$ cat src/frt_pkg.sv
// Shared constants and types for the floppy rate and tape register block.
// Assumes a 50 MHz clock and an APB slave with 32-bit data and byte addresses.
package frt_pkg;

  // Register indices; the byte address is four times the index.
  localparam logic [9:0] IDX_DOR      = 10'h3f2;
  localparam logic [9:0] IDX_TAPE     = 10'h3f3;
  localparam logic [9:0] IDX_DSR      = 10'h3f4;
  localparam logic [9:0] IDX_DATA     = 10'h3f5;
  localparam logic [9:0] IDX_CCR      = 10'h3f7;
  localparam logic [9:0] IDX_CFG_F1   = 10'h040;
  localparam logic [9:0] IDX_CFG_F2   = 10'h041;
  localparam logic [9:0] IDX_MODE     = 10'h042;
  localparam logic [9:0] IDX_TRACK    = 10'h043;
  localparam logic [9:0] IDX_STATUS   = 10'h044;

  // Field positions.
  localparam int DOR_NRESET_BIT   = 2;
  localparam int DSR_LP_BIT       = 6;
  localparam int DSR_SWR_BIT      = 7;
  localparam int DSR_PC_LSB       = 2;
  localparam int MODE_ENH_BIT     = 0;
  localparam int MODE_DRT_LSB     = 1;
  localparam int F1_MID1_INV_BIT  = 5;
  localparam int F1_MID0_INV_BIT  = 4;
  localparam int F1_BOOT_LSB      = 6;

  // Values after hardware reset.
  localparam logic [7:0] DOR_RST   = 8'h00;
  localparam logic [7:0] DSR_RST   = 8'h02;
  localparam logic [1:0] RATE_RST  = 2'h2;
  localparam logic [7:0] TRACK_RST = 8'h00;

  // Lane masks for reads of the tape register.
  localparam logic [7:0] LANES_NORMAL = 8'h03;
  localparam logic [7:0] LANES_ALL    = 8'hff;

  // Precompensation codes.
  localparam logic [2:0] PC_DEFAULT = 3'h0;
  localparam logic [2:0] PC_NONE    = 3'h7;

  // Timing: least controller reset time from the self-clearing reset bit.
  localparam int CLK_MHZ       = 50;
  localparam int RESET_MIN_NS  = 100;
  localparam int RESET_MIN_CYC = (RESET_MIN_NS * CLK_MHZ + 999) / 1000;
  localparam int SWR_W         = 3;

  typedef enum logic [2:0] {
    RATE_250K,
    RATE_300K,
    RATE_500K,
    RATE_1M,
    RATE_2M
  } frt_rate_type;

endpackage : frt_pkg

$ cat src/frt_regs.sv
// Host registers for floppy tape select, data rate select and drive density.
// Assumes an APB master, pins synchronous to clk, and a command engine that
// loads the precompensation start track.
//
// Summary of operation
// RQ1: Normal mode: tape register holds bits 1:0 only; bits 7:2 undriven on read.
// RQ2: Enhanced mode: media identity pins appear on bits 7:6, untouched by resets.
// RQ3: Bit 7 is media pin 1, inverted when config F1 bit 5 is set.
// RQ4: Bit 6 is media pin 0, inverted when config F1 bit 4 is set; read only.
// RQ5: Bits 5:4 show the F2 bit pair chosen by the selected drive.
// RQ6: Enhanced mode bits 3:2 show boot drive from F1 bits 7:6.
// RQ7: Tape select bits 1:0 read and write alike in both modes.
// RQ8: Rate select register is write only; last rate write of it or CONFIG_CONTROL_REG wins.
// RQ9: Hardware reset loads rate select register with 02h; soft reset keeps it.
// RQ10: Write_shift_code code: 111 none, 001-110 steps of 41.67 or 20.8 ns, 000 default.
// RQ11: Precompensation starts at track 0, changeable by the configure command.
// RQ12: Writing bit 6 of rate select enters manual low power, stopping clocks.
// RQ13: Low power ends on soft reset or data or main status register access.
// RQ14: Bit 7 of rate select resets the controller like DIGITAL_OUTPUT_REG and self clears.
// RQ15: Setting 00 maps codes to 1M, 500, 300, 250; density for 11 and 00.
// RQ16: Setting 01 maps code 01 to 500k; setting 10 maps code 01 to 2M.
// RQ17: Drive type bits pick which rate or density bits drive density pins.
// RQ18: Default write_shift_code is 20.8 ns at 2M, 41.67 ns at 1M, else 125 ns.
// RQ19: DIGITAL_OUTPUT_REG drive select bits are a binary code naming exactly one drive.
// RQ20: DIGITAL_OUTPUT_REG reset bit at 0 holds controller reset until 1 is written.
// RQ21: Media identity bits show live resampled pin levels at each read.
`timescale 1ns/1ps
module frt_regs
  import frt_pkg::*;
#(
  parameter int APB_AW = 12
) (
  // Clock and reset
  input  wire logic              clk,
  input  wire logic              rst,
  // APB slave
  input  wire logic              psel,
  input  wire logic              penable,
  input  wire logic              pwrite,
  input  wire logic [APB_AW-1:0] paddr,
  input  wire logic [31:0]       pwdata,
  output logic                   pready,
  output logic [31:0]            prdata,
  output logic                   pslverr,
  output logic [7:0]             rd_lane_drive,
  // Media identity pins
  input  wire logic [1:0]        media_identity_pins,
  // Configure command load of the precompensation start track
  input  wire logic              cfg_track_we,
  input  wire logic [7:0]        cfg_track_val,
  // Controller and drive side
  output logic                   ctrl_reset,
  output logic                   clk_stop,
  output logic [3:0]             drive_select,
  output frt_rate_type           data_rate,
  output logic [1:0]             rate_output_bits,
  output logic                   density_signal,
  output logic [1:0]             drive_density_outputs,
  output logic [3:0]             write_shift_quanta,
  output logic [7:0]             write_shift_code_track
);

  if (APB_AW < 12) begin : g_bad_aw
    $error("APB_AW must be at least 12 to reach the register indices");
  end
  if (RESET_MIN_CYC >= (1 << SWR_W)) begin : g_bad_swr
    $error("Reset counter too narrow for RESET_MIN_CYC");
  end

  typedef struct packed {
    logic [7:0]   digital_output_reg;
    logic [1:0]   tape_sel;
    logic [7:0]   f1;
    logic [7:0]   f2;
    logic [2:0]   mode;
    logic [7:0]   dsr;
    logic [1:0]   rate_sel;
    logic [7:0]   track;
    logic         lp;
    logic [SWR_W-1:0] swr_cnt;
    logic [1:0]   media;
    logic         pready;
    logic [31:0]  prdata;
    logic         pslverr;
    logic [7:0]   lanes;
    logic         ctrl_reset;
    logic [3:0]   drv_sel;
    frt_rate_type data_rate;
    logic [1:0]   rate_bits;
    logic         density;
    logic [1:0]   ddo;
    logic [3:0]   shift;
  } frt_state_type;

  frt_state_type st_q;
  frt_state_type st_d;

  logic         setup;
  logic         acc;
  logic         lp_set;
  logic         lp_clr;
  logic [1:0]   media_view;
  logic [1:0]   sel_type;
  logic [7:0]   w8;
  logic         hit_any;
  frt_rate_type dec_rate;
  logic [1:0]   dec_bits;
  logic         dec_dens;
  logic [1:0]   dec_ddo;
  logic [3:0]   dec_shift;

  function automatic logic hit(input logic [APB_AW-1:0] a, input logic [9:0] idx);
    hit = (a == APB_AW'({idx, 2'b00}));
  endfunction : hit

  frt_rate_decode u_decode (
    .rate_sel              (st_q.rate_sel),
    .drive_rate_setting    (st_q.mode[MODE_DRT_LSB +: 2]),
    .drive_type            (sel_type),
    .write_shift_code      (st_q.dsr[DSR_PC_LSB +: 3]),
    .data_rate             (dec_rate),
    .rate_output_bits      (dec_bits),
    .density_signal        (dec_dens),
    .drive_density_outputs (dec_ddo),
    .write_shift_quanta    (dec_shift)
  );

  always_comb begin
    st_d   = st_q;
    setup  = psel & ~penable;
    acc    = psel & penable & st_q.pready;
    w8     = pwdata[7:0];
    lp_set = 1'b0;
    lp_clr = 1'b0;
    // The pins are resampled every cycle so a read shows the live level.
    st_d.media = media_identity_pins; // [RQ2] [RQ21]
    media_view = {st_q.media[1] ^ st_q.f1[F1_MID1_INV_BIT], // [RQ3]
                  st_q.media[0] ^ st_q.f1[F1_MID0_INV_BIT]}; // [RQ4]
    sel_type   = st_q.f2[{st_q.digital_output_reg[1:0], 1'b0} +: 2]; // [RQ5]
    hit_any    = hit(paddr, IDX_DOR) | hit(paddr, IDX_TAPE) | hit(paddr, IDX_DSR)
               | hit(paddr, IDX_DATA) | hit(paddr, IDX_CCR) | hit(paddr, IDX_CFG_F1)
               | hit(paddr, IDX_CFG_F2) | hit(paddr, IDX_MODE) | hit(paddr, IDX_TRACK)
               | hit(paddr, IDX_STATUS);

    st_d.dsr[DSR_SWR_BIT] = 1'b0; // [RQ14]
    if (st_q.swr_cnt != '0) begin
      st_d.swr_cnt = st_q.swr_cnt - 1'b1;
    end

    // Read data is latched in the setup cycle and answered one cycle later.
    st_d.pready = setup;
    if (setup) begin
      st_d.prdata  = '0;
      st_d.lanes   = '0;
      st_d.pslverr = ~hit_any;
      if (!pwrite) begin
        if (hit(paddr, IDX_TAPE)) begin
          if (st_q.mode[MODE_ENH_BIT]) begin
            st_d.prdata[7:0] = {media_view, sel_type, // [RQ2] [RQ5]
                                st_q.f1[F1_BOOT_LSB +: 2], st_q.tape_sel}; // [RQ6] [RQ7]
            st_d.lanes = LANES_ALL;
          end else begin
            st_d.prdata[1:0] = st_q.tape_sel; // [RQ1] [RQ7]
            st_d.lanes = LANES_NORMAL; // [RQ1]
          end
        end else if (hit(paddr, IDX_DOR)) begin
          st_d.prdata[7:0] = st_q.digital_output_reg;
          st_d.lanes = LANES_ALL;
        end else if (hit(paddr, IDX_CFG_F1)) begin
          st_d.prdata[7:0] = st_q.f1;
          st_d.lanes = LANES_ALL;
        end else if (hit(paddr, IDX_CFG_F2)) begin
          st_d.prdata[7:0] = st_q.f2;
          st_d.lanes = LANES_ALL;
        end else if (hit(paddr, IDX_MODE)) begin
          st_d.prdata[2:0] = st_q.mode;
          st_d.lanes = LANES_ALL;
        end else if (hit(paddr, IDX_TRACK)) begin
          st_d.prdata[7:0] = st_q.track;
          st_d.lanes = LANES_ALL;
        end else if (hit(paddr, IDX_STATUS)) begin
          st_d.prdata[15:0] = {2'h0, st_q.lp, st_q.ctrl_reset, st_q.data_rate,
                               st_q.shift, st_q.ddo, st_q.density, st_q.rate_bits};
          st_d.lanes = LANES_ALL;
        end
      end
    end

    if (acc && pwrite) begin
      if (hit(paddr, IDX_DOR)) begin
        st_d.digital_output_reg = w8;
      end
      if (hit(paddr, IDX_TAPE)) begin
        st_d.tape_sel = w8[1:0]; // [RQ7]
      end
      if (hit(paddr, IDX_DSR)) begin
        st_d.dsr      = w8;
        st_d.rate_sel = w8[1:0]; // [RQ8]
        lp_set        = w8[DSR_LP_BIT]; // [RQ12]
        if (w8[DSR_SWR_BIT]) begin
          st_d.swr_cnt = SWR_W'(RESET_MIN_CYC); // [RQ14]
        end
      end
      if (hit(paddr, IDX_CCR)) begin
        st_d.rate_sel = w8[1:0]; // [RQ8]
      end
      if (hit(paddr, IDX_CFG_F1)) begin
        st_d.f1 = w8;
      end
      if (hit(paddr, IDX_CFG_F2)) begin
        st_d.f2 = w8;
      end
      if (hit(paddr, IDX_MODE)) begin
        st_d.mode = w8[2:0];
      end
      if (hit(paddr, IDX_TRACK)) begin
        st_d.track = w8;
      end
    end
    if (cfg_track_we) begin
      st_d.track = cfg_track_val; // [RQ11]
    end

    // Reading the status slot at the rate select address is a status access.
    if (acc && (hit(paddr, IDX_DATA) || (hit(paddr, IDX_DSR) && !pwrite))) begin
      lp_clr = 1'b1; // [RQ13]
    end
    if (!st_q.digital_output_reg[DOR_NRESET_BIT] || (st_q.swr_cnt != '0)) begin
      lp_clr = 1'b1; // [RQ13]
    end
    // A new low-power request wins over a clear in the same cycle.
    st_d.lp = lp_set | (st_q.lp & ~lp_clr);

    st_d.ctrl_reset = ~st_d.digital_output_reg[DOR_NRESET_BIT] | (st_d.swr_cnt != '0); // [RQ20] [RQ14]
    st_d.drv_sel    = 4'h1 << st_d.digital_output_reg[1:0]; // [RQ19]
    st_d.data_rate  = dec_rate;
    st_d.rate_bits  = dec_bits;
    st_d.density    = dec_dens;
    st_d.ddo        = dec_ddo;
    st_d.shift      = dec_shift;
  end

  always_ff @(posedge clk) begin
    if (rst) begin
      st_q            <= '0;
      st_q.digital_output_reg        <= DOR_RST;
      st_q.dsr        <= DSR_RST; // [RQ9]
      st_q.rate_sel   <= RATE_RST; // [RQ9]
      st_q.track      <= TRACK_RST; // [RQ11]
      st_q.media      <= media_identity_pins; // [RQ2]
      st_q.ctrl_reset <= 1'b1;
      st_q.drv_sel    <= 4'h1;
      st_q.data_rate  <= RATE_250K;
      st_q.rate_bits  <= RATE_RST;
    end else begin
      st_q <= st_d;
    end
  end

  assign pready                = st_q.pready;
  assign prdata                = st_q.prdata;
  assign pslverr               = st_q.pslverr;
  assign rd_lane_drive         = st_q.lanes;
  assign ctrl_reset            = st_q.ctrl_reset;
  assign clk_stop              = st_q.lp;
  assign drive_select          = st_q.drv_sel;
  assign data_rate             = st_q.data_rate;
  assign rate_output_bits      = st_q.rate_bits;
  assign density_signal        = st_q.density;
  assign drive_density_outputs = st_q.ddo;
  assign write_shift_quanta    = st_q.shift;
  assign write_shift_code_track         = st_q.track;

  normal_tape_read_a: assert property (@(posedge clk) disable iff (rst) // [RQ1]
    (setup && !pwrite && hit(paddr, IDX_TAPE) && !st_q.mode[MODE_ENH_BIT])
      |=> (rd_lane_drive == LANES_NORMAL) && (prdata[7:2] == 6'h00))
    else $error("Normal tape read drove upper bits");

  media_bit7_a: assert property (@(posedge clk) disable iff (rst) // [RQ3]
    (setup && !pwrite && hit(paddr, IDX_TAPE) && st_q.mode[MODE_ENH_BIT])
      |=> prdata[7] == ($past(st_q.media[1]) ^ $past(st_q.f1[F1_MID1_INV_BIT])))
    else $error("Media bit 7 wrong");

  drive_type_id_a: assert property (@(posedge clk) disable iff (rst) // [RQ5]
    (setup && !pwrite && hit(paddr, IDX_TAPE) && st_q.mode[MODE_ENH_BIT])
      |=> prdata[5:4] == $past(st_q.f2[{st_q.digital_output_reg[1:0], 1'b0} +: 2]))
    else $error("Drive type id wrong");

  rate_hw_reset_a: assert property (@(posedge clk) // [RQ9]
    rst |=> (st_q.dsr == DSR_RST) && (st_q.rate_sel == RATE_RST))
    else $error("Rate select register not 02h after reset");

  rate_ccr_wins_a: assert property (@(posedge clk) disable iff (rst) // [RQ8]
    (acc && pwrite && hit(paddr, IDX_CCR)) |=> st_q.rate_sel == $past(pwdata[1:0]))
    else $error("Last rate write did not take effect");

  low_power_enter_a: assert property (@(posedge clk) disable iff (rst) // [RQ12]
    (acc && pwrite && hit(paddr, IDX_DSR) && pwdata[DSR_LP_BIT]) |=> clk_stop)
    else $error("Low power not entered");

  low_power_exit_a: assert property (@(posedge clk) disable iff (rst) // [RQ13]
    (clk_stop && acc && hit(paddr, IDX_DATA)) |=> !clk_stop)
    else $error("Low power not left on data access");

  soft_reset_pulse_a: assert property (@(posedge clk) disable iff (rst) // [RQ14]
    (acc && pwrite && hit(paddr, IDX_DSR) && pwdata[DSR_SWR_BIT])
      |=> ctrl_reset [*5] ##1 !st_q.dsr[DSR_SWR_BIT])
    else $error("Self-clearing reset too short");

  dor_reset_hold_a: assert property (@(posedge clk) disable iff (rst) // [RQ20]
    ($rose(st_q.digital_output_reg[DOR_NRESET_BIT]) && st_q.swr_cnt == '0) |-> !ctrl_reset)
    else $error("Controller reset not released");

  density_map_a: assert property (@(posedge clk) disable iff (rst) // [RQ17]
    ($past(sel_type) == 2'b11) |-> drive_density_outputs == rate_output_bits)
    else $error("Drive density map wrong for type 11");

  density_sig_a: assert property (@(posedge clk) disable iff (rst) // [RQ15]
    density_signal == (rate_output_bits == 2'b11 || rate_output_bits == 2'b00))
    else $error("Density signal wrong");

endmodule : frt_regs

$ cat src/frt_rate_decode.sv
// Decode of rate select, drive rate setting and drive type onto drive pins.
// Assumes purely combinational use; the caller registers every result.
`timescale 1ns/1ps
module frt_rate_decode
  import frt_pkg::*;
(
  // Settings
  input  wire logic [1:0]   rate_sel,
  input  wire logic [1:0]   drive_rate_setting,
  input  wire logic [1:0]   drive_type,
  input  wire logic [2:0]   write_shift_code,
  // Results
  output frt_rate_type      data_rate,
  output logic [1:0]        rate_output_bits,
  output logic              density_signal,
  output logic [1:0]        drive_density_outputs,
  output logic [3:0]        write_shift_quanta
);

  always_comb begin
    case (rate_sel) // [RQ15] [RQ16]
      2'b11: data_rate = RATE_1M;
      2'b00: data_rate = RATE_500K;
      2'b01: begin
        if (drive_rate_setting == 2'b01) begin
          data_rate = RATE_500K;
        end else if (drive_rate_setting == 2'b10) begin
          data_rate = RATE_2M;
        end else begin
          data_rate = RATE_300K;
        end
      end
      default: data_rate = RATE_250K;
    endcase
    rate_output_bits = rate_sel; // [RQ15]
    density_signal   = (rate_sel == 2'b11) || (rate_sel == 2'b00); // [RQ15]
    case (drive_type) // [RQ17]
      2'b00:   drive_density_outputs = {rate_sel[0], density_signal};
      2'b10:   drive_density_outputs = {rate_sel[0], rate_sel[1]};
      2'b01:   drive_density_outputs = {rate_sel[0], ~density_signal};
      default: drive_density_outputs = {rate_sel[1], rate_sel[0]};
    endcase
    // Shift is counted in quanta of about 20.8 ns, half the slow-rate step.
    if (write_shift_code == PC_NONE) begin // [RQ10]
      write_shift_quanta = 4'h0;
    end else if (write_shift_code == PC_DEFAULT) begin // [RQ18]
      if (data_rate == RATE_2M) begin
        write_shift_quanta = 4'h1;
      end else if (data_rate == RATE_1M) begin
        write_shift_quanta = 4'h2;
      end else begin
        write_shift_quanta = 4'h6;
      end
    end else if (data_rate == RATE_2M) begin // [RQ10]
      write_shift_quanta = {1'b0, write_shift_code};
    end else begin
      write_shift_quanta = {write_shift_code, 1'b0};
    end
  end

endmodule : frt_rate_decode

$ cat config.mk
export PLATFORM = sky130hd
export DESIGN_NAME = frt_regs
export DESIGN_NICKNAME = d
export VERILOG_FILES = /design/src/frt_pkg.sv /design/src/frt_regs.sv /design/src/frt_rate_decode.sv
export SDC_FILE = /design/constraint.sdc
export NUM_CORES = 1
export LEC_CHECK = 0
export BUFFER_PORTS_ARGS = -buffer_cell sky130_fd_sc_hd__buf_2
export CELL_PAD_IN_SITES_DETAIL_PLACEMENT = 1
export CELL_PAD_IN_SITES_GLOBAL_PLACEMENT = 1
export CORE_UTILIZATION = 42
export CTS_BUF_LIST = sky130_fd_sc_hd__clkbuf_16
export CTS_CLUSTER_DIAMETER = 80
export CTS_CLUSTER_SIZE = 8
export DETAILED_ROUTE_END_ITERATION = 10
export PLACE_DENSITY_LB_ADDON = 0.1
export SYNTH_ARGS = -nofsm -noshare
export SYNTH_HDL_FRONTEND = slang
export SYNTH_SLANG_ARGS = --single-unit
$ cat constraint.sdc
create_clock -name clk -period 6.4 [get_ports clk]
set_input_delay 1.28 -clock clk [delete_from_list [all_inputs] [get_ports clk]]
set_output_delay 1.28 -clock clk [all_outputs]
set_load 0.02 [all_outputs]
==> impl_metrics.py <==
metrics = {
    "layout": {
        "diodes": 0,
        "fin_nets": 626,
        "final_cell_count_no_fill": 700,
        "finalInstanceArea_mm2": 0.00492,
        "nFillCells": 1304,
        "drive_gt1_share_pct": 21.1,
        "area_growth_pct": 7.34,
    },
    "floorplan": {
        "core_area_mm2": 0.0105,
        "num_io_pins": 128,
        "chipWidth_um": 107,
        "die_h_um": 107,
        "rows": 37,
        "initial_utilization_pct": 43.8,
        "die-area_mm2": 0.0113,
    },
    "timing": {
        "timing.hold.ws_ns": 0.461,
        "worst_slew_pin_slew_ns": 1.08,
        "setup_tns_ns": 0,
        "fin_crit_ns": 3.54,
        "fmax_mhz": 282,
        "slew_headroom_pct": 27.6,
        "slew_viol_final": 0,
        "finalHoldViolCount": 0,
        "rsz0062_at_grt": "no",
        "layout_worst_path_cycle_share_pct": 55.3,
        "finalSetupViolations": 0,
        "clock-skew-final_ns": 0.00725,
    },
    "placement": {
        "placed_cell_area_mm2": 0.00461,
        "place.gp.congestion": 0.832,
        "port_buffers": 85,
        "place.detailed.hpwl_um": 9900,
        "dp_cells": 684,
    },
    "logic_synthesis": {
        "synthDistinctLibCells": 61,
        "synthesis.area_mm2": 0.00459,
        "synth_warnings": 0,
        "ys_seq_area_share_pct": 36.2,
        "synth_edf_count": 0,
        "syn_inst": 535,
        "ys_seq_elements": 83,
        "async_flop_share_pct": 0,
        "syn_area_per_cell_um2": 8.57,
        "synthFlopType": "dfxtp_1",
    },
    "cts": {
        "cts_buffer_depth": 2,
        "post_cts_buffers": 0,
        "cts_buffers": 9,
        "cts_max_level": 3,
        "clock_sinks": 83,
        "insertion_delay_ns": 0.34,
        "root_buffer": "clkbuf_16",
        "cts_resized": 0,
        "cts_tree": "done",
        "postCtsHoldBufs": 0,
        "clkSlewWorstSetupHoldPaths_ns": 0.06,
    },
    "pwr": {
        "p_per_area_mw_per_mm2": 251,
        "p_leak_nw": 2.03,
        "vdd_drop_max_mv": 0.120,
    },
    "grt": {
        "grt_pass1_wl_um": 21100,
        "first_global_vias": 3870,
        "antenna_found_initial": 0,
        "grt_use_total_pct": 24.6,
        "gr-total-overflow": 0,
        "grt_max_degree": 41,
    },
    "worst_setup_path": {
        "crit_fanout": 9,
        "cp.required_ns": 6.60,
        "crit_family": "compound AO/OA/AOI/OAI gates",
        "timing.critical_path.cells": "buf_2 > nor4b_2 > nand4_1 > o211a_1 > a2111oi_0 > o31ai_1",
        "endpoint_kind": "flop",
        "start_kind": "primary input",
        "arrival_ns": 3.74,
        "cpPeakStageDelay_ns": 0.68,
        "crit_buf_inv": 1,
        "slowest_stage": "a2111oi_0",
        "crit_type": "primary input to flop",
    },
    "routing": {
        "drcViolationCount": 0,
        "vias": 3897,
        "wl_um": 13300,
        "viasPerCell": 5.57,
        "dr.pass1.iters": 4,
        "drt_iter0_markers": 204,
        "wl_per_cell_um": 19.0,
        "antenna_left": 0,
    },
    "run_status": {
        "outcome": "complete, no violations",
    },
    "job": {
        "cap_violations": 0,
    },
    "min_path": {
        "hold_path_class": "flop to flop",
    },
}
## flip-flops by register name (all words and copies together) (netlist names), 2 cells and up
name,flops
drive_density_outputs,2
prdata,14
write_shift_code_track,8
data_rate,3
rd_lane_drive,2
st_q,39
rate_output_bits,2
drive_select,4
write_shift_quanta,4
## worst register-to-register path: cells and delay by family, from the launching register on
kind	cells	cell delay [ns]
AND/OR/NAND/NOR	3	1.56
flip-flops	1	0.38
AO/OA/AOI/OAI	1	0.20
## report_power, final
part / total (mW) / internal, mW / switching (mW)
registers: 0.540 / 0.530 / 0.00997
logic: 0.140 / 0.0484 / 0.0918
clock network: 0.557 / 0.341 / 0.216
## placed cells by master, fill, tap and decap left out, types with 11 or more instances in the layout
cell	instances
a21oi_1	26
buf_2	85
conb_1	18
dfxtp_1	83
inv_1	13
mux2i_1	32
nand2_1	58
nor2_1	65
nor3_1	11
o21ai_0	24
## cells in the mapped netlist (3+ instances only)
cell type / count / area share (%)
nor2_1: 65 / 5.3
mux2i_1: 32 / 7.0
nand3_1: 10 / 1.1
clkbuf_1: 15 / 1.2
and2_1: 4 / 0.55
nand2_1: 58 / 4.7
nand4_1: 8 / 1.1
or3_1: 3 / 0.41
a21oi_1: 26 / 2.8
nor3_1: 11 / 1.2
xnor2_1: 3 / 0.57
dfxtp_1: 83 / 36
clkbuf_8: 3 / 0.90
a22oi_1: 9 / 1.5
buf_6: 5 / 1.2
o21ai_0: 24 / 2.6
and4_1: 5 / 0.95
a2bb2oi_1: 3 / 0.57
o211ai_1: 3 / 0.49
ha_1: 7 / 1.9
a221oi_1: 6 / 1.1
nand3b_1: 5 / 0.82
nand2b_1: 3 / 0.41
buf_4: 64 / 10
a211oi_1: 10 / 1.6
inv_1: 12 / 0.98
nor2b_1: 3 / 0.41
o31ai_1: 4 / 0.65
a2111oi_0: 5 / 0.95
o22ai_1: 3 / 0.41
and3_1: 3 / 0.41
## cell families (layout without fill, tap and decap cells)
| group | after synthesis | in the layout | share of synthesized area [%] |
|---|---|---|---|
| adders and majority gates | 7 | 7 | 1.91 |
| and+or+nand+nor | 195 | 195 | 21.9 |
| DFF | 83 | 83 | 36.2 |
| other | 1 | 18 | 0.0818 |
| buffers and inverters | 102 | 114 | 15.1 |
| AOI/OAI and AO/OA | 108 | 108 | 15.8 |
| muxes | 34 | 34 | 7.97 |
| xor gates and xnor gates | 5 | 5 | 0.955 |
## path summary, 6_finish.rpt
| check | from | to | slack (ns) | cells past startpoint |
|---|---|---|---|---|
| min reg2reg | st_q[109]$_SDFFE_PP0P_ | st_q[109]$_SDFFE_PP0P_ | 0.46 | 2 |
| max | paddr[6] | prdata[3]$_SDFFE_PP0P_ | 2.86 | 6 |
| min | st_q[109]$_SDFFE_PP0P_ | st_q[109]$_SDFFE_PP0P_ | 0.46 | 2 |
| max reg2reg | pready$_SDFF_PP0_ | st_q[62]$_SDFF_PP0_ | 4.15 | 4 |
## final cells by class
cell class | instances | area (um^2) | share of cell area, %
clock inverters | 7 | 92.6 | 1.88
multi-input cells | 367 | 2300 | 46.6
inverters | 12 | 45.0 | 0.915
flip-flops and latches | 83 | 1660 | 33.7
well taps | 136 | 170 | 3.46
repair buffers | 86 | 433 | 8.79
clock buffers | 9 | 225 | 4.57
## per-layer routing
metal / wire length, um / GRT usage (%) / vias up / share of wire [%]
met2: 6490 / 41.3 / 114 / 49
met1: 5900 / 32.2 / 1911 / 44
met3: 694 / 3.99 / 19 / 5.2
li1: - / - / 1853 / -
met5: 0 / 0 / - / 0
met4: 253 / 7.83 / 0 / 1.9
## stage by stage
| step | util (%) | power (mW) | worst slack (ns) |
|---|---|---|---|
| finish | 47.1 | 1.24 | 2.86 |
| global route | 47.1 | 1.28 | 2.59 |
| CTS | 47.1 | 1.25 | 2.87 |
| detailed placement | 44.0 | 0.692 | 2.50 |
| global placement | 44.0 | 0.686 | 2.60 |
| floorplan | - | 0.661 | 3.19 |
(Power assumes the default switching activity.)
